[src/cpu_decode_params.svh]
/*
 Named constants of the opcode decoder: opcodes, map columns and rows,
 legality masks, cycle counts and operand byte counts.
 Assumes it is included once per compile unit by its bare name.
*/
`ifndef CPU_DECODE_PARAMS_SVH
`define CPU_DECODE_PARAMS_SVH
// Opcodes with their own behaviour
`define OPC_TO_ACC 8'h9F
`define OPC_WAIT_IRQ 8'h8F
`define OPC_MUL 8'h42
`define OPC_BSR 8'hAD
`define OPC_RTI 8'h80
`define OPC_RTS 8'h81
`define OPC_SWI 8'h83
`define OPC_TAX 8'h97
`define OPC_NOP 8'h9D
// Map columns (upper nibble)
`define COL_BRBIT 4'h0
`define COL_BITMOD 4'h1
`define COL_REL 4'h2
`define COL_RMW_DIR 4'h3
`define COL_RMW_A 4'h4
`define COL_RMW_X 4'h5
`define COL_RMW_OFS8 4'h6
`define COL_RMW_PTR 4'h7
`define COL_CTRL 4'h8
`define COL_REGOP 4'h9
`define COL_LITERAL 4'hA
`define COL_DIR 4'hB
`define COL_LONG 4'hC
`define COL_OFS16 4'hD
`define COL_OFS8 4'hE
`define COL_PTR 4'hF
// Map rows (lower nibble) with cycle adjustments
`define ROW_STORE 4'h7
`define ROW_STX 4'hF
`define ROW_JMP 4'hC
`define ROW_JSR 4'hD
`define ROW_TEST 4'hD
// Legal rows (CTRL, REGOP) or hole rows (RMW, LITERAL) per column group, bit n = row n
`define RMW_HOLE_MASK 16'h4826
`define CTRL_LEGAL_MASK 16'hC00B
`define REGOP_LEGAL_MASK 16'hBF80
`define LITERAL_HOLE_MASK 16'h9080
// Execution cycles
`define CYC_BRBIT 4'h5
`define CYC_BITMOD 4'h5
`define CYC_REL 4'h3
`define CYC_RMW_DIR 4'h5
`define CYC_RMW_REG 4'h3
`define CYC_RMW_OFS8 4'h6
`define CYC_RMW_PTR 4'h5
`define CYC_MUL 4'hB
`define CYC_RTI 4'h9
`define CYC_RTS 4'h6
`define CYC_SWI 4'hA
`define CYC_SHORT 4'h2
`define CYC_LITERAL 4'h2
`define CYC_DIR 4'h3
`define CYC_LONG 4'h4
`define CYC_OFS16 4'h5
`define CYC_OFS8 4'h4
`define CYC_PTR 4'h3
`define CYC_BSR 4'h6
`define CYC_ONE 4'h1
`define CYC_JSR_MORE 4'h2
// Instruction lengths and operand gathering
`define LEN_ONE 2'h1
`define LEN_TWO 2'h2
`define LEN_THREE 2'h3
`define GATHER_NONE 2'h0
`define GATHER_LAST 2'h1
`define GATHER_STEP 2'h1
`define ZERO_PAGE 8'h00
`endif

[src/cpu_decode_pkg.sv]
/*
 Types of the opcode decoder: instruction groups, addressing modes,
 the decoded instruction record and the operand byte pair.
 Assumes nothing of its surroundings.
*/
package cpu_decode_pkg;
	typedef enum logic [2:0] {
		GRP_BITBRANCH,
		GRP_BITMOD,
		GRP_BRANCH,
		GRP_RMW,
		GRP_CTRL,
		GRP_REGMEM
	} group_e;
	typedef enum logic [2:0] {
		IMPLIED_MODE,
		LITERAL_OPERAND_MODE,
		DIRECT_MODE,
		RELATIVE_MODE,
		LONG_ADDRESS_MODE,
		REG_POINTER_MODE,
		SHORT_OFFSET_POINTER_MODE,
		LONG_OFFSET_POINTER_MODE
	} addr_mode_e;
	typedef struct packed {
		logic [7:0] first;
		logic [7:0] second;
	} operand_pair_s;
	typedef struct packed {
		logic [7:0] opcode;
		group_e group;
		addr_mode_e mode;
		logic [1:0] length;
		logic [3:0] cycles;
		logic illegal;
		logic [15:0] effAddr;
		logic [7:0] literal;
		logic [15:0] target;
		logic [2:0] bitNum;
		logic bitHigh;
		logic keepAllFlags;
		logic clearIntMask;
		logic haltCpuClock;
		logic moveIndexToAcc;
	} decode_s;
endpackage

[src/cpu_operand_gather.sv]
/*
 Collects up to two operand bytes that follow an opcode, first byte first.
 Assumes the byte source holds byteValid and byteIn until byteReady is seen.
*/
`include "cpu_decode_params.svh"
module cpu_operand_gather import cpu_decode_pkg::*; (
	input wire logic ref_clk,
	input wire logic rst,
	input wire logic start,
	input wire logic [1:0] needCount,
	input wire logic byteValid,
	input wire logic [7:0] byteIn,
	output logic byteReady,
	output logic done,
	output operand_pair_s operands
);
	logic [1:0] left_reg;
	logic slot_reg;
	operand_pair_s bytes_reg;
	logic take;

	// Ready only while bytes are owed, so no byte is swallowed twice
	assign byteReady = (left_reg != `GATHER_NONE);
	assign take = byteReady & byteValid;
	assign done = take & (left_reg == `GATHER_LAST);
	assign operands = bytes_reg;

	// Byte counter and slot select
	always_ff @(posedge ref_clk) begin
		if (rst) begin
			left_reg <= `GATHER_NONE;
			slot_reg <= 1'b0;
			bytes_reg <= '0;
		end else if (start) begin
			left_reg <= needCount;
			slot_reg <= 1'b0;
		end else if (take) begin
			left_reg <= left_reg - `GATHER_STEP;
			slot_reg <= 1'b1;
			if (slot_reg) begin
				bytes_reg.second <= byteIn;
			end else begin
				bytes_reg.first <= byteIn;
			end
		end
	end
endmodule

[src/cpu_opcode_decode.sv]
/*
 One-byte opcode decoder of an 8-bit accumulator core: takes the opcode and
 its operand bytes from program memory and issues one decoded record.
 Assumes the fetch side gives the opcode's address with the opcode byte and
 that indexReg is stable while an instruction is being gathered.
*/
// Notes on behaviour
// - The upper opcode nibble picks the map column, fixing group and, except for BSR, addressing mode.
// - The lower opcode nibble picks the map row, fixing the operation within the column.
// - Opcode 9F copies the index register to the accumulator, inherent, 2 cycles, flags untouched.
// - Opcode 8F clears the interrupt mask and halts the CPU clock until an interrupt, one byte.
// - Every opcode yields its cycle count, operation, byte length and addressing mode.
// - In direct mode the byte after the opcode is the operand address.
// - In immediate mode the byte after the opcode is the operand, in its own column.
// - Bit test and branch reads a direct address byte then a displacement, three bytes.
// - In extended mode two bytes, high first, form the operand address.
// - With a 16-bit offset, two bytes high first are added to the index register.
// - With an 8-bit offset, one byte is added to the index register.
// - With no offset the index register alone is the address and the instruction is one byte.
// - Relative branches carry one displacement byte applied when taken.
`include "cpu_decode_params.svh"
module cpu_opcode_decode import cpu_decode_pkg::*; (
	input wire logic ref_clk,
	input wire logic rst,
	input wire logic fetchValid,
	input wire logic [7:0] fetchByte,
	input wire logic [15:0] opcodeAddr,
	input wire logic [7:0] indexReg,
	output logic fetchReady,
	output logic decValid,
	output decode_s decInfo
);
	typedef enum {S_IDLE, S_GATHER, S_ISSUE} state_e;

	function automatic group_e groupOf(input logic [3:0] col);
		case (col)
			`COL_BRBIT: groupOf = GRP_BITBRANCH;
			`COL_BITMOD: groupOf = GRP_BITMOD;
			`COL_REL: groupOf = GRP_BRANCH;
			`COL_RMW_DIR, `COL_RMW_A, `COL_RMW_X, `COL_RMW_OFS8, `COL_RMW_PTR: groupOf = GRP_RMW;
			`COL_CTRL, `COL_REGOP: groupOf = GRP_CTRL;
			default: groupOf = GRP_REGMEM;
		endcase
	endfunction

	// column to mode; BSR is the one relative entry of the literal column
	function automatic addr_mode_e modeOf(input logic [7:0] opc);
		case (opc[7:4])
			`COL_BRBIT, `COL_BITMOD, `COL_RMW_DIR, `COL_DIR: modeOf = DIRECT_MODE;
			`COL_REL: modeOf = RELATIVE_MODE;
			`COL_RMW_OFS8, `COL_OFS8: modeOf = SHORT_OFFSET_POINTER_MODE;
			`COL_RMW_PTR, `COL_PTR: modeOf = REG_POINTER_MODE;
			`COL_LITERAL: modeOf = (opc == `OPC_BSR) ? RELATIVE_MODE : LITERAL_OPERAND_MODE;
			`COL_LONG: modeOf = LONG_ADDRESS_MODE;
			`COL_OFS16: modeOf = LONG_OFFSET_POINTER_MODE;
			default: modeOf = IMPLIED_MODE;
		endcase
	endfunction

	// byte length from mode; bit test and branch adds its displacement
	function automatic logic [1:0] lenOf(input logic [7:0] opc);
		case (modeOf(opc))
			IMPLIED_MODE, REG_POINTER_MODE: lenOf = `LEN_ONE;
			LONG_ADDRESS_MODE, LONG_OFFSET_POINTER_MODE: lenOf = `LEN_THREE;
			default: lenOf = (opc[7:4] == `COL_BRBIT) ? `LEN_THREE : `LEN_TWO;
		endcase
	endfunction

	// cycle count per column, then per row
	function automatic logic [3:0] cyclesOf(input logic [7:0] opc);
		logic [3:0] base;
		logic isTest;
		base = `CYC_PTR;
		isTest = (opc[3:0] == `ROW_TEST);
		case (opc[7:4])
			`COL_BRBIT: cyclesOf = `CYC_BRBIT;
			`COL_BITMOD: cyclesOf = `CYC_BITMOD;
			`COL_REL: cyclesOf = `CYC_REL;
			`COL_RMW_DIR: cyclesOf = isTest ? `CYC_RMW_DIR - `CYC_ONE : `CYC_RMW_DIR;
			`COL_RMW_A, `COL_RMW_X: cyclesOf = (opc == `OPC_MUL) ? `CYC_MUL : `CYC_RMW_REG;
			`COL_RMW_OFS8: cyclesOf = isTest ? `CYC_RMW_OFS8 - `CYC_ONE : `CYC_RMW_OFS8;
			`COL_RMW_PTR: cyclesOf = isTest ? `CYC_RMW_PTR - `CYC_ONE : `CYC_RMW_PTR;
			`COL_CTRL: begin
				if (opc == `OPC_RTI) cyclesOf = `CYC_RTI;
				else if (opc == `OPC_RTS) cyclesOf = `CYC_RTS;
				else if (opc == `OPC_SWI) cyclesOf = `CYC_SWI;
				else cyclesOf = `CYC_SHORT;
			end
			`COL_REGOP: cyclesOf = `CYC_SHORT;
			default: begin
				case (opc[7:4])
					`COL_LITERAL: base = `CYC_LITERAL;
					`COL_DIR: base = `CYC_DIR;
					`COL_LONG: base = `CYC_LONG;
					`COL_OFS16: base = `CYC_OFS16;
					`COL_OFS8: base = `CYC_OFS8;
					default: base = `CYC_PTR;
				endcase
				if (opc == `OPC_BSR) cyclesOf = `CYC_BSR;
				else if (opc[3:0] == `ROW_STORE || opc[3:0] == `ROW_STX) cyclesOf = base + `CYC_ONE;
				else if (opc[3:0] == `ROW_JMP) cyclesOf = base - `CYC_ONE;
				else if (opc[3:0] == `ROW_JSR) cyclesOf = base + `CYC_JSR_MORE;
				else cyclesOf = base;
			end
		endcase
	endfunction

	// row legality within each column
	// Masks held in variables, since a literal cannot be bit-selected
	function automatic logic legalOf(input logic [7:0] opc);
		logic [15:0] rmwHoles;
		logic [15:0] ctrlLegal;
		logic [15:0] regopLegal;
		logic [15:0] literalHoles;
		rmwHoles = `RMW_HOLE_MASK;
		ctrlLegal = `CTRL_LEGAL_MASK;
		regopLegal = `REGOP_LEGAL_MASK;
		literalHoles = `LITERAL_HOLE_MASK;
		case (groupOf(opc[7:4]))
			GRP_RMW: legalOf = !rmwHoles[opc[3:0]] || (opc == `OPC_MUL);
			GRP_CTRL: legalOf = (opc[7:4] == `COL_CTRL) ? ctrlLegal[opc[3:0]] : regopLegal[opc[3:0]];
			GRP_REGMEM: legalOf = (opc[7:4] != `COL_LITERAL) || !literalHoles[opc[3:0]];
			default: legalOf = 1'b1;
		endcase
	endfunction

	// signed displacement from the next instruction's address
	function automatic logic [15:0] relTarget(input logic [15:0] pc, input logic [1:0] len,
		input logic [7:0] disp);
		relTarget = pc + {14'h0000, len} + {{8{disp[7]}}, disp};
	endfunction

	state_e state_reg, state_next;
	logic [7:0] opcode_reg;
	logic [15:0] pc_reg;
	logic decValid_reg;
	decode_s decInfo_reg, info;
	logic opcodeTake, gatherStart, gatherReady, gatherDone;
	logic [1:0] needNow;
	operand_pair_s operands;
	addr_mode_e modeNow;
	logic [15:0] xWide, longAddr, shortAddr;
	logic [7:0] dispNow;

	// Opcode taken only when idle; operand bytes go to the gatherer
	assign opcodeTake = (state_reg == S_IDLE) & fetchValid;
	assign needNow = lenOf(fetchByte) - `LEN_ONE;
	assign gatherStart = opcodeTake & (needNow != `GATHER_NONE);
	assign fetchReady = (state_reg == S_IDLE) | gatherReady;

	cpu_operand_gather u_gather (
		.ref_clk(ref_clk),
		.rst(rst),
		.start(gatherStart),
		.needCount(needNow),
		.byteValid(fetchValid),
		.byteIn(fetchByte),
		.byteReady(gatherReady),
		.done(gatherDone),
		.operands(operands)
	);

	// Sequencing: one-byte opcodes skip gathering
	always_comb begin
		state_next = state_reg;
		case (state_reg)
			S_IDLE: if (opcodeTake) state_next = gatherStart ? S_GATHER : S_ISSUE;
			S_GATHER: if (gatherDone) state_next = S_ISSUE;
			S_ISSUE: state_next = S_IDLE;
			default: state_next = S_IDLE;
		endcase
	end

	// Address forming from the gathered bytes
	assign modeNow = modeOf(opcode_reg);
	assign xWide = {`ZERO_PAGE, indexReg};
	assign longAddr = {operands.first, operands.second};
	assign shortAddr = {`ZERO_PAGE, operands.first};
	// bit branch displacement is the second byte
	assign dispNow = (opcode_reg[7:4] == `COL_BRBIT) ? operands.second : operands.first;

	// Decoded record
	always_comb begin
		info = '0;
		info.opcode = opcode_reg;
		info.group = groupOf(opcode_reg[7:4]);
		info.mode = modeNow;
		info.length = lenOf(opcode_reg);
		info.cycles = cyclesOf(opcode_reg);
		info.illegal = !legalOf(opcode_reg);
		case (modeNow)
			DIRECT_MODE: info.effAddr = shortAddr;
			LONG_ADDRESS_MODE: info.effAddr = longAddr;
			LONG_OFFSET_POINTER_MODE: info.effAddr = longAddr + xWide;
			SHORT_OFFSET_POINTER_MODE: info.effAddr = shortAddr + xWide;
			REG_POINTER_MODE: info.effAddr = xWide;
			default: info.effAddr = '0;
		endcase
		// literal operand straight from the stream
		info.literal = (modeNow == LITERAL_OPERAND_MODE) ? operands.first : `ZERO_PAGE;
		if (modeNow == RELATIVE_MODE || info.group == GRP_BITBRANCH) begin
			info.target = relTarget(pc_reg, info.length, dispNow);
		end
		info.bitNum = opcode_reg[3:1];
		info.bitHigh = !opcode_reg[0];
		info.moveIndexToAcc = (opcode_reg == `OPC_TO_ACC);
		info.keepAllFlags = info.moveIndexToAcc || opcode_reg == `OPC_TAX || opcode_reg == `OPC_NOP
			|| info.group == GRP_BRANCH || opcode_reg == `OPC_BSR;
		// wait clears the mask and halts the clock
		info.clearIntMask = (opcode_reg == `OPC_WAIT_IRQ);
		info.haltCpuClock = (opcode_reg == `OPC_WAIT_IRQ);
	end

	// State and issue registers
	always_ff @(posedge ref_clk) begin
		if (rst) begin
			state_reg <= S_IDLE;
			opcode_reg <= `ZERO_PAGE;
			pc_reg <= '0;
			decValid_reg <= 1'b0;
			decInfo_reg <= '0;
		end else begin
			state_reg <= state_next;
			decValid_reg <= (state_reg == S_ISSUE);
			if (opcodeTake) begin
				opcode_reg <= fetchByte;
				pc_reg <= opcodeAddr;
			end
			if (state_reg == S_ISSUE) decInfo_reg <= info;
		end
	end

	assign decValid = decValid_reg;
	assign decInfo = decInfo_reg;
endmodule

[config.mk]
export PLATFORM = sky130hd
export DESIGN_NAME = cpu_opcode_decode
export DESIGN_NICKNAME = d
export VERILOG_FILES = /design/src/cpu_decode_pkg.sv /design/src/cpu_operand_gather.sv /design/src/cpu_opcode_decode.sv
export VERILOG_INCLUDE_DIRS = /design/src /design/src/src
export SDC_FILE = /design/constraint.sdc
export NUM_CORES = 1
export LEC_CHECK = 0
export BUFFER_PORTS_ARGS = -buffer_cell sky130_fd_sc_hd__buf_2
export CORE_MARGIN = 1
export CORE_UTILIZATION = 50
export CTS_CLUSTER_DIAMETER = 60
export DETAILED_ROUTE_END_ITERATION = 12
export GPL_ROUTABILITY_DRIVEN = 0
export PLACE_DENSITY = 0.68
export SYNTH_ARGS = -nofsm -noshare
export SYNTH_HDL_FRONTEND = slang
export SYNTH_SLANG_ARGS = --single-unit
[constraint.sdc]
create_clock -name ref_clk -period 7.1 [get_ports ref_clk]
set_input_delay 1.775 -clock ref_clk [delete_from_list [all_inputs] [get_ports ref_clk]]
set_output_delay 1.775 -clock ref_clk [all_outputs]
set_load 0.02 [all_outputs]
==> flow_metrics.env, run 1 <==
export IMPL_placementRows=42
export IMPL_clock_sinks=118
export IMPL_hold_class="reg2reg"
export IMPL_ys_seq_elements=118
export IMPL_dp_hpwl_mm=13.69
export IMPL_grt_max_degree=74
export IMPL_powerDensity_nw_per_um2=238.1
export IMPL_worstMarginPinSlew_ps=1099
export IMPL_muxShareOfSynthArea_pct=4.848
export IMPL_holdBufCountCts=0
export IMPL_crit_top_cell="fa_1"
export IMPL_fin_crit_ps=4249
export IMPL_synthSimpleGateAreaFrac_pct=19.43
export IMPL_fin_crit_sh_pct=59.85
export IMPL_ys_seq_area_share_pct=34.02
export IMPL_cp_slowest_cell="nor4_4"
export IMPL_synth_flop_cell="dfxtp_1"
export IMPL_rsz0062_at_grt="no"
export IMPL_synth_edff_count=0
export IMPL_cp_cell_sequence="nor4_4 > a21oi_1 > fa_1 > inv_1 > ha_1 > fa_1 > a211oi_1 > nor2_1 > o21a_1 > o41a_1 > xor2_1 > a22o_1"
export IMPL_grt_pass1_vias=6008
export IMPL_start_util_pct=51.81
export IMPL_fin_skew_ps=8.855
export IMPL_required_ps=7400
export IMPL_numCtsBuffers=17
export IMPL_max_freq_mhz=235.3
export IMPL_leakagePower_uw=0.003570
export IMPL_finalMaxSlewViolations=0
export IMPL_setup_viol=0
export IMPL_ys_types=76
export IMPL_synth_compound_area_share_pct=22.38
export IMPL_die_h_um=119.8
export IMPL_clockBufferDepth=2
export IMPL_max_slew_margin_pct=26.61
export IMPL_drc_errors=0
export IMPL_io_buffers=105
export IMPL_cts_root_buf="clkbuf_16"
export IMPL_vias=6506
export IMPL_grt_pass1_wl_mm=30.30
export IMPL_syn_cell_area_um2=6943
export IMPL_max_vdd_ir_drop_v=0.0001642
export IMPL_synth_top_family_by_area="compound AO/OA/AOI/OAI gates"
export IMPL_antenna_found_initial=0
export IMPL_wirelength_mm=19.08
export IMPL_cts_tree="done"
export IMPL_coreArea_um2=13400
export IMPL_hold_violations=0
export IMPL_area_growth_synth_to_final_pct=16.87
export IMPL_drive_gt1_share_pct=18.27
export IMPL_endpoint_kind="flop"
export IMPL_ctsResizeCount=0
export IMPL_arrival_ps=4550
export IMPL_slowest_delay_ps=720
export IMPL_routedWlPerCell_um=17.33
export IMPL_cp_num_buf_inv=1
export IMPL_htree_levels=4
export IMPL_status="complete, no violations"
export IMPL_gr_total_overflow=0
export IMPL_maxCapViolCount=0
export IMPL_startpoint_type="flop"
export IMPL_drt_iter0_drc=464
export IMPL_cts_setup_buffers=0
export IMPL_largest_reg_flops=65
export IMPL_viasPerCell=5.909
export IMPL_worst_hold_slack_ps=446.8
export IMPL_cts_clk_slew_worst_paths_ps=60
export IMPL_path_class="reg2reg"
export IMPL_ant_nets=0
export IMPL_path_delay_family="compound AO/OA/AOI/OAI gates"
export IMPL_syn_instance_count=840
export IMPL_clock_latency_ps=420
export IMPL_gr_usage_all_layers_pct=26.83
export IMPL_fin_tns_setup_ps=0
export IMPL_syn_avg_cell_area_um2=8.265
export IMPL_synth_xor_area_share_pct=3.784
export IMPL_yosysWarnings=0
export IMPL_nets=1003
export IMPL_dieWidth_um=119.8
export IMPL_synth_fa_ha_area_share_pct=10.27
export IMPL_antenna_cells=0
export IMPL_design_power_total_uw=1932
export IMPL_cp_max_fo=33
export IMPL_dr_pass1_iters=5
export IMPL_synth_nets=929
export IMPL_ios=106
export IMPL_die_area_um2=14360
export IMPL_synth_async_sr_flop_share_pct=0
==> per-layer routing <==
| layer | global-route usage, % | vias to the layer above | share of wire, % |
|---|---|---|---|
| met3 | 5.561 | 49 | 7.6 |
| li1 | - | 3159 | - |
| met1 | 35.48 | 3000 | 45 |
| met5 | 0 | - | 0 |
| met2 | 42.74 | 298 | 45 |
| met4 | 10.39 | 0 | 2.5 |
==> cell type report <==
class                      count  area [um^2]
fill                        1212         5286
clock inverter                 7        118.9
tap                          176        220.2
inverter                      29        108.9
clock buffer                  23        498.0
multi-input combinational    635         4220
sequential                   118         2362
timing repair buffer         113        585.6
==> power by group <==
part           total (uW)  internal [uW]  switching, uW
Clock                 892            594            298
Sequential            734            694           39.8
Combinational         306            114            191
Total                1930           1400            529
==> worst paths after layout <==
path | to | slack, ps | depth (start not counted) | startpoint
worst min-delay path | decInfo[37] | 450 | 2 | decInfo[37]
worst max-delay path | decInfo[17] | 2850 | 12 | opcode_reg[5]
worst min register to register | decInfo[37] | 450 | 2 | decInfo[37]
worst max register to register | decInfo[17] | 2850 | 12 | opcode_reg[5]
==> synth_stat cells (all sizes together) (22+ instances only) <==
cell      n  share of area (%)
nor2     86                4.6
o21ai    31                2.2
nand2   107                5.8
xnor2    22                2.8
ha       49                8.8
buf      28                2.1
dfxtp   118                 34
nor3     22                1.7
mux2i    22                3.2
inv      29                1.6
clkbuf   30                1.6
a21oi    78                5.7
==> cell families after synthesis <==
group | count (synthesis)
AO/OA/AOI/OAI | 233
XOR/XNOR | 30
adder cells (fa/ha/maj) | 54
buffers and inverters | 87
flip-flops | 118
multiplexers | 31
AND/OR/NAND/NOR | 287
==> worst reg2reg max path, stage by stage (launching register included) <==
cell      delay (ps)
dfxtp_1          660
nor4_4           730
a21oi_1          180
fa_1             510
inv_1             50
ha_1             230
fa_1             440
a211oi_1         350
nor2_1           110
o21a_1           200
o41a_1           320
xor2_1           140
a22o_1           200
==> stage by stage <==
step,setup WS (ps),util [%],area [um^2],cells
4_1_cts,2875,60.55,8114,1101
3_5_place_dp,2827,55.95,7497,1071
2_1_floorplan,3442,-,6943,840
5_1_grt,2583,60.55,8114,1101
6_report,2851,60.55,8114,1101
3_3_place_gp,2985,55.95,7497,1071
==> layout by cell type (no fill, tap or decap), drive strengths merged, types with 5 or more instances in the layout <==
master,count
mux2i,22
ha,49
nor2b,8
a211oi,14
o21a,6
fa,5
a21o,8
clkbuf,23
and3,5
nor2,86
a31oi,12
xnor2,22
nor3,22
inv,29
xor2,8
buf,113
o31ai,6
a22oi,13
a21oi,78
dfxtp,118
o211ai,7
a311oi,5
mux2,8
nand4,5
nand3,17
nand2,107
o22ai,6
nand2b,11
a22o,10
o21ai,31
(Power assumes the default switching activity.)
==> run 2, diff against run 1 <==
==> constraint.sdc (replaced) <==
create_clock -name ref_clk -period 4.2 [get_ports ref_clk]
set_input_delay 1.05 -clock ref_clk [delete_from_list [all_inputs] [get_ports ref_clk]]
set_output_delay 1.05 -clock ref_clk [all_outputs]
set_load 0.02 [all_outputs]
==> flow_metrics.env, run 2 (synthesis gave the netlist of run 1 again) <==
export IMPL_largest_reg_flops=65
export IMPL_hold_violations=0
export IMPL_max_freq_mhz=269.6
export IMPL_start_util_pct=51.81
export IMPL_dr_pass1_iters=5
export IMPL_final_core_util_pct=60.86
export IMPL_maxCapViolCount=0
export IMPL_dp_hpwl_mm=14.21
export IMPL_viasPerCell=5.947
export IMPL_worstMarginPinSlew_ps=1027
export IMPL_routedWlPerCell_um=17.52
export IMPL_max_slew_margin_pct=31.00
export IMPL_cp_max_fo=17
export IMPL_cp_slowest_cell="dfxtp_1"
export IMPL_dieWidth_um=119.8
export IMPL_coreArea_um2=13400
export IMPL_fin_tns_setup_ps=0
export IMPL_status="complete, no violations"
export IMPL_startpoint_type="flop"
export IMPL_r2r_start="opcode_reg[4]"
export IMPL_wirelength_mm=19.48
export IMPL_numCtsBuffers=17
export IMPL_antenna_cells=0
export IMPL_path_class="reg2reg"
export IMPL_layoutNonFillerInstCount=1112
export IMPL_drc_errors=0
export IMPL_ios=106
export IMPL_ctsResizeCount=0
export IMPL_grt_pass1_wl_mm=30.97
export IMPL_clock_latency_ps=420
export IMPL_placementRows=42
export IMPL_drive_gt1_share_pct=19.34
export IMPL_holdBufCountCts=0
export IMPL_finalMaxSlewViolations=0
export IMPL_cts_clk_slew_worst_paths_ps=60
export IMPL_fin_crit_ps=3709
export IMPL_endpoint="decInfo[17]"
export IMPL_die_h_um=119.8
export IMPL_required_ps=4520
export IMPL_powerDensity_nw_per_um2=393.6
export IMPL_slowest_delay_ps=670
export IMPL_crit_path_start="opcode_reg[4]"
export IMPL_area_growth_synth_to_final_pct=17.46
export IMPL_max_vdd_ir_drop_v=0.0002804
export IMPL_antenna_found_initial=0
export IMPL_clock_sinks=118
export IMPL_hold_class="reg2reg"
export IMPL_io_buffers=105
export IMPL_worst_hold_slack_ps=449.6
export IMPL_vias=6613
export IMPL_setup_viol=0
export IMPL_fin_crit_sh_pct=88.32
export IMPL_cts_tree="done"
export IMPL_place_inst=1080
export IMPL_htree_levels=4
export IMPL_grt_max_degree=39
export IMPL_clockBufferDepth=2
export IMPL_cts_root_buf="clkbuf_16"
export IMPL_nets=1012
export IMPL_grt_pass1_vias=6271
export IMPL_rsz0062_at_grt="no"
export IMPL_gr_total_overflow=0
export IMPL_cp_cell_sequence="buf_4 > a21oi_1 > a21oi_1 > fa_1 > inv_1 > ha_1 > fa_1 > a211oi_1 > nor2_1 > o21a_1 > o41a_1 > xor2_1 > a22o_1"
export IMPL_r2r_cells=13
export IMPL_ant_nets=0
export IMPL_endpoint_kind="flop"
export IMPL_fin_skew_ps=5.389
export IMPL_gr_usage_all_layers_pct=27.69
export IMPL_most_common_layout_cells="dfxtp_1, nand2_1, buf_2"
export IMPL_leakagePower_uw=0.003593
export IMPL_r2r_setup_slack_ps=490
export IMPL_die_area_um2=14360
export IMPL_layout_commonest_cell="dfxtp_1"
export IMPL_cts_setup_buffers=0
export IMPL_r2r_end="decInfo[17]"
export IMPL_drt_iter0_drc=457
export IMPL_arrival_ps=4020
run 2: through the flow:
stage / total power [uW] / setup WS [ps] / cell area, um^2
floorplan: 1619 / 658.7 / 6943
global placement: 1765 / 678.7 / 7565
detailed placement: 1779 / 537.9 / 7565
CTS: 3215 / 523.7 / 8155
global route: 3332 / 291.1 / 8155
finish: 3210 / 490.6 / 8155
run 2: report_power, final:
| group | switching, uW | internal [uW] | leakage [uW] |
|---|---|---|---|
| clock network | 552 | 890 | 0.000275 |
| registers | 57.2 | 1170 | 0.000959 |
| logic | 334 | 203 | 0.00236 |
run 2: how the worst min path moves through the flow:
stage / cells past startpoint / endpoint / from / slack, ps
floorplan: 2 / pc_reg[0] / pc_reg[0] / 440
global placement: 2 / decInfo[47] / decInfo[47] / 430
detailed placement: 2 / decInfo[50] / decInfo[50] / 440
CTS: 2 / decInfo[50] / decInfo[50] / 450
global route: 2 / decInfo[61] / decInfo[61] / 470
finish: 2 / decInfo[50] / decInfo[50] / 450
run 2: layout make-up:
| class | count | area [um^2] |
|---|---|---|
| Clock buffer | 18 | 439.2 |
| Clock inverter | 14 | 151.4 |
| Fill cell | 1225 | 5245 |
| Inverter | 29 | 108.9 |
| Multi-Input combinational cell | 635 | 4220 |
| Sequential cell | 118 | 2362 |
| Tap cell | 176 | 220.2 |
| Timing Repair Buffer | 122 | 653.1 |
run 2: critical path: cells and delay by family (launching register included):
family	cells	cell delay, ps
and+or+nand+nor	1	120
DFF	1	670
adders and majority gates	3	880
buffers and inverters	2	360
AOI/OAI and AO/OA	6	1410
xor gates and xnor gates	1	150
run 2: metal layers:
layer | part of all wire, % | vias up | GRT usage [%]
li1 | - | 3191 | -
met1 | 43 | 3089 | 35.01
met2 | 46 | 293 | 44.29
met3 | 8.3 | 40 | 7.319
met4 | 2.2 | 0 | 12.03
met5 | 0 | - | 0
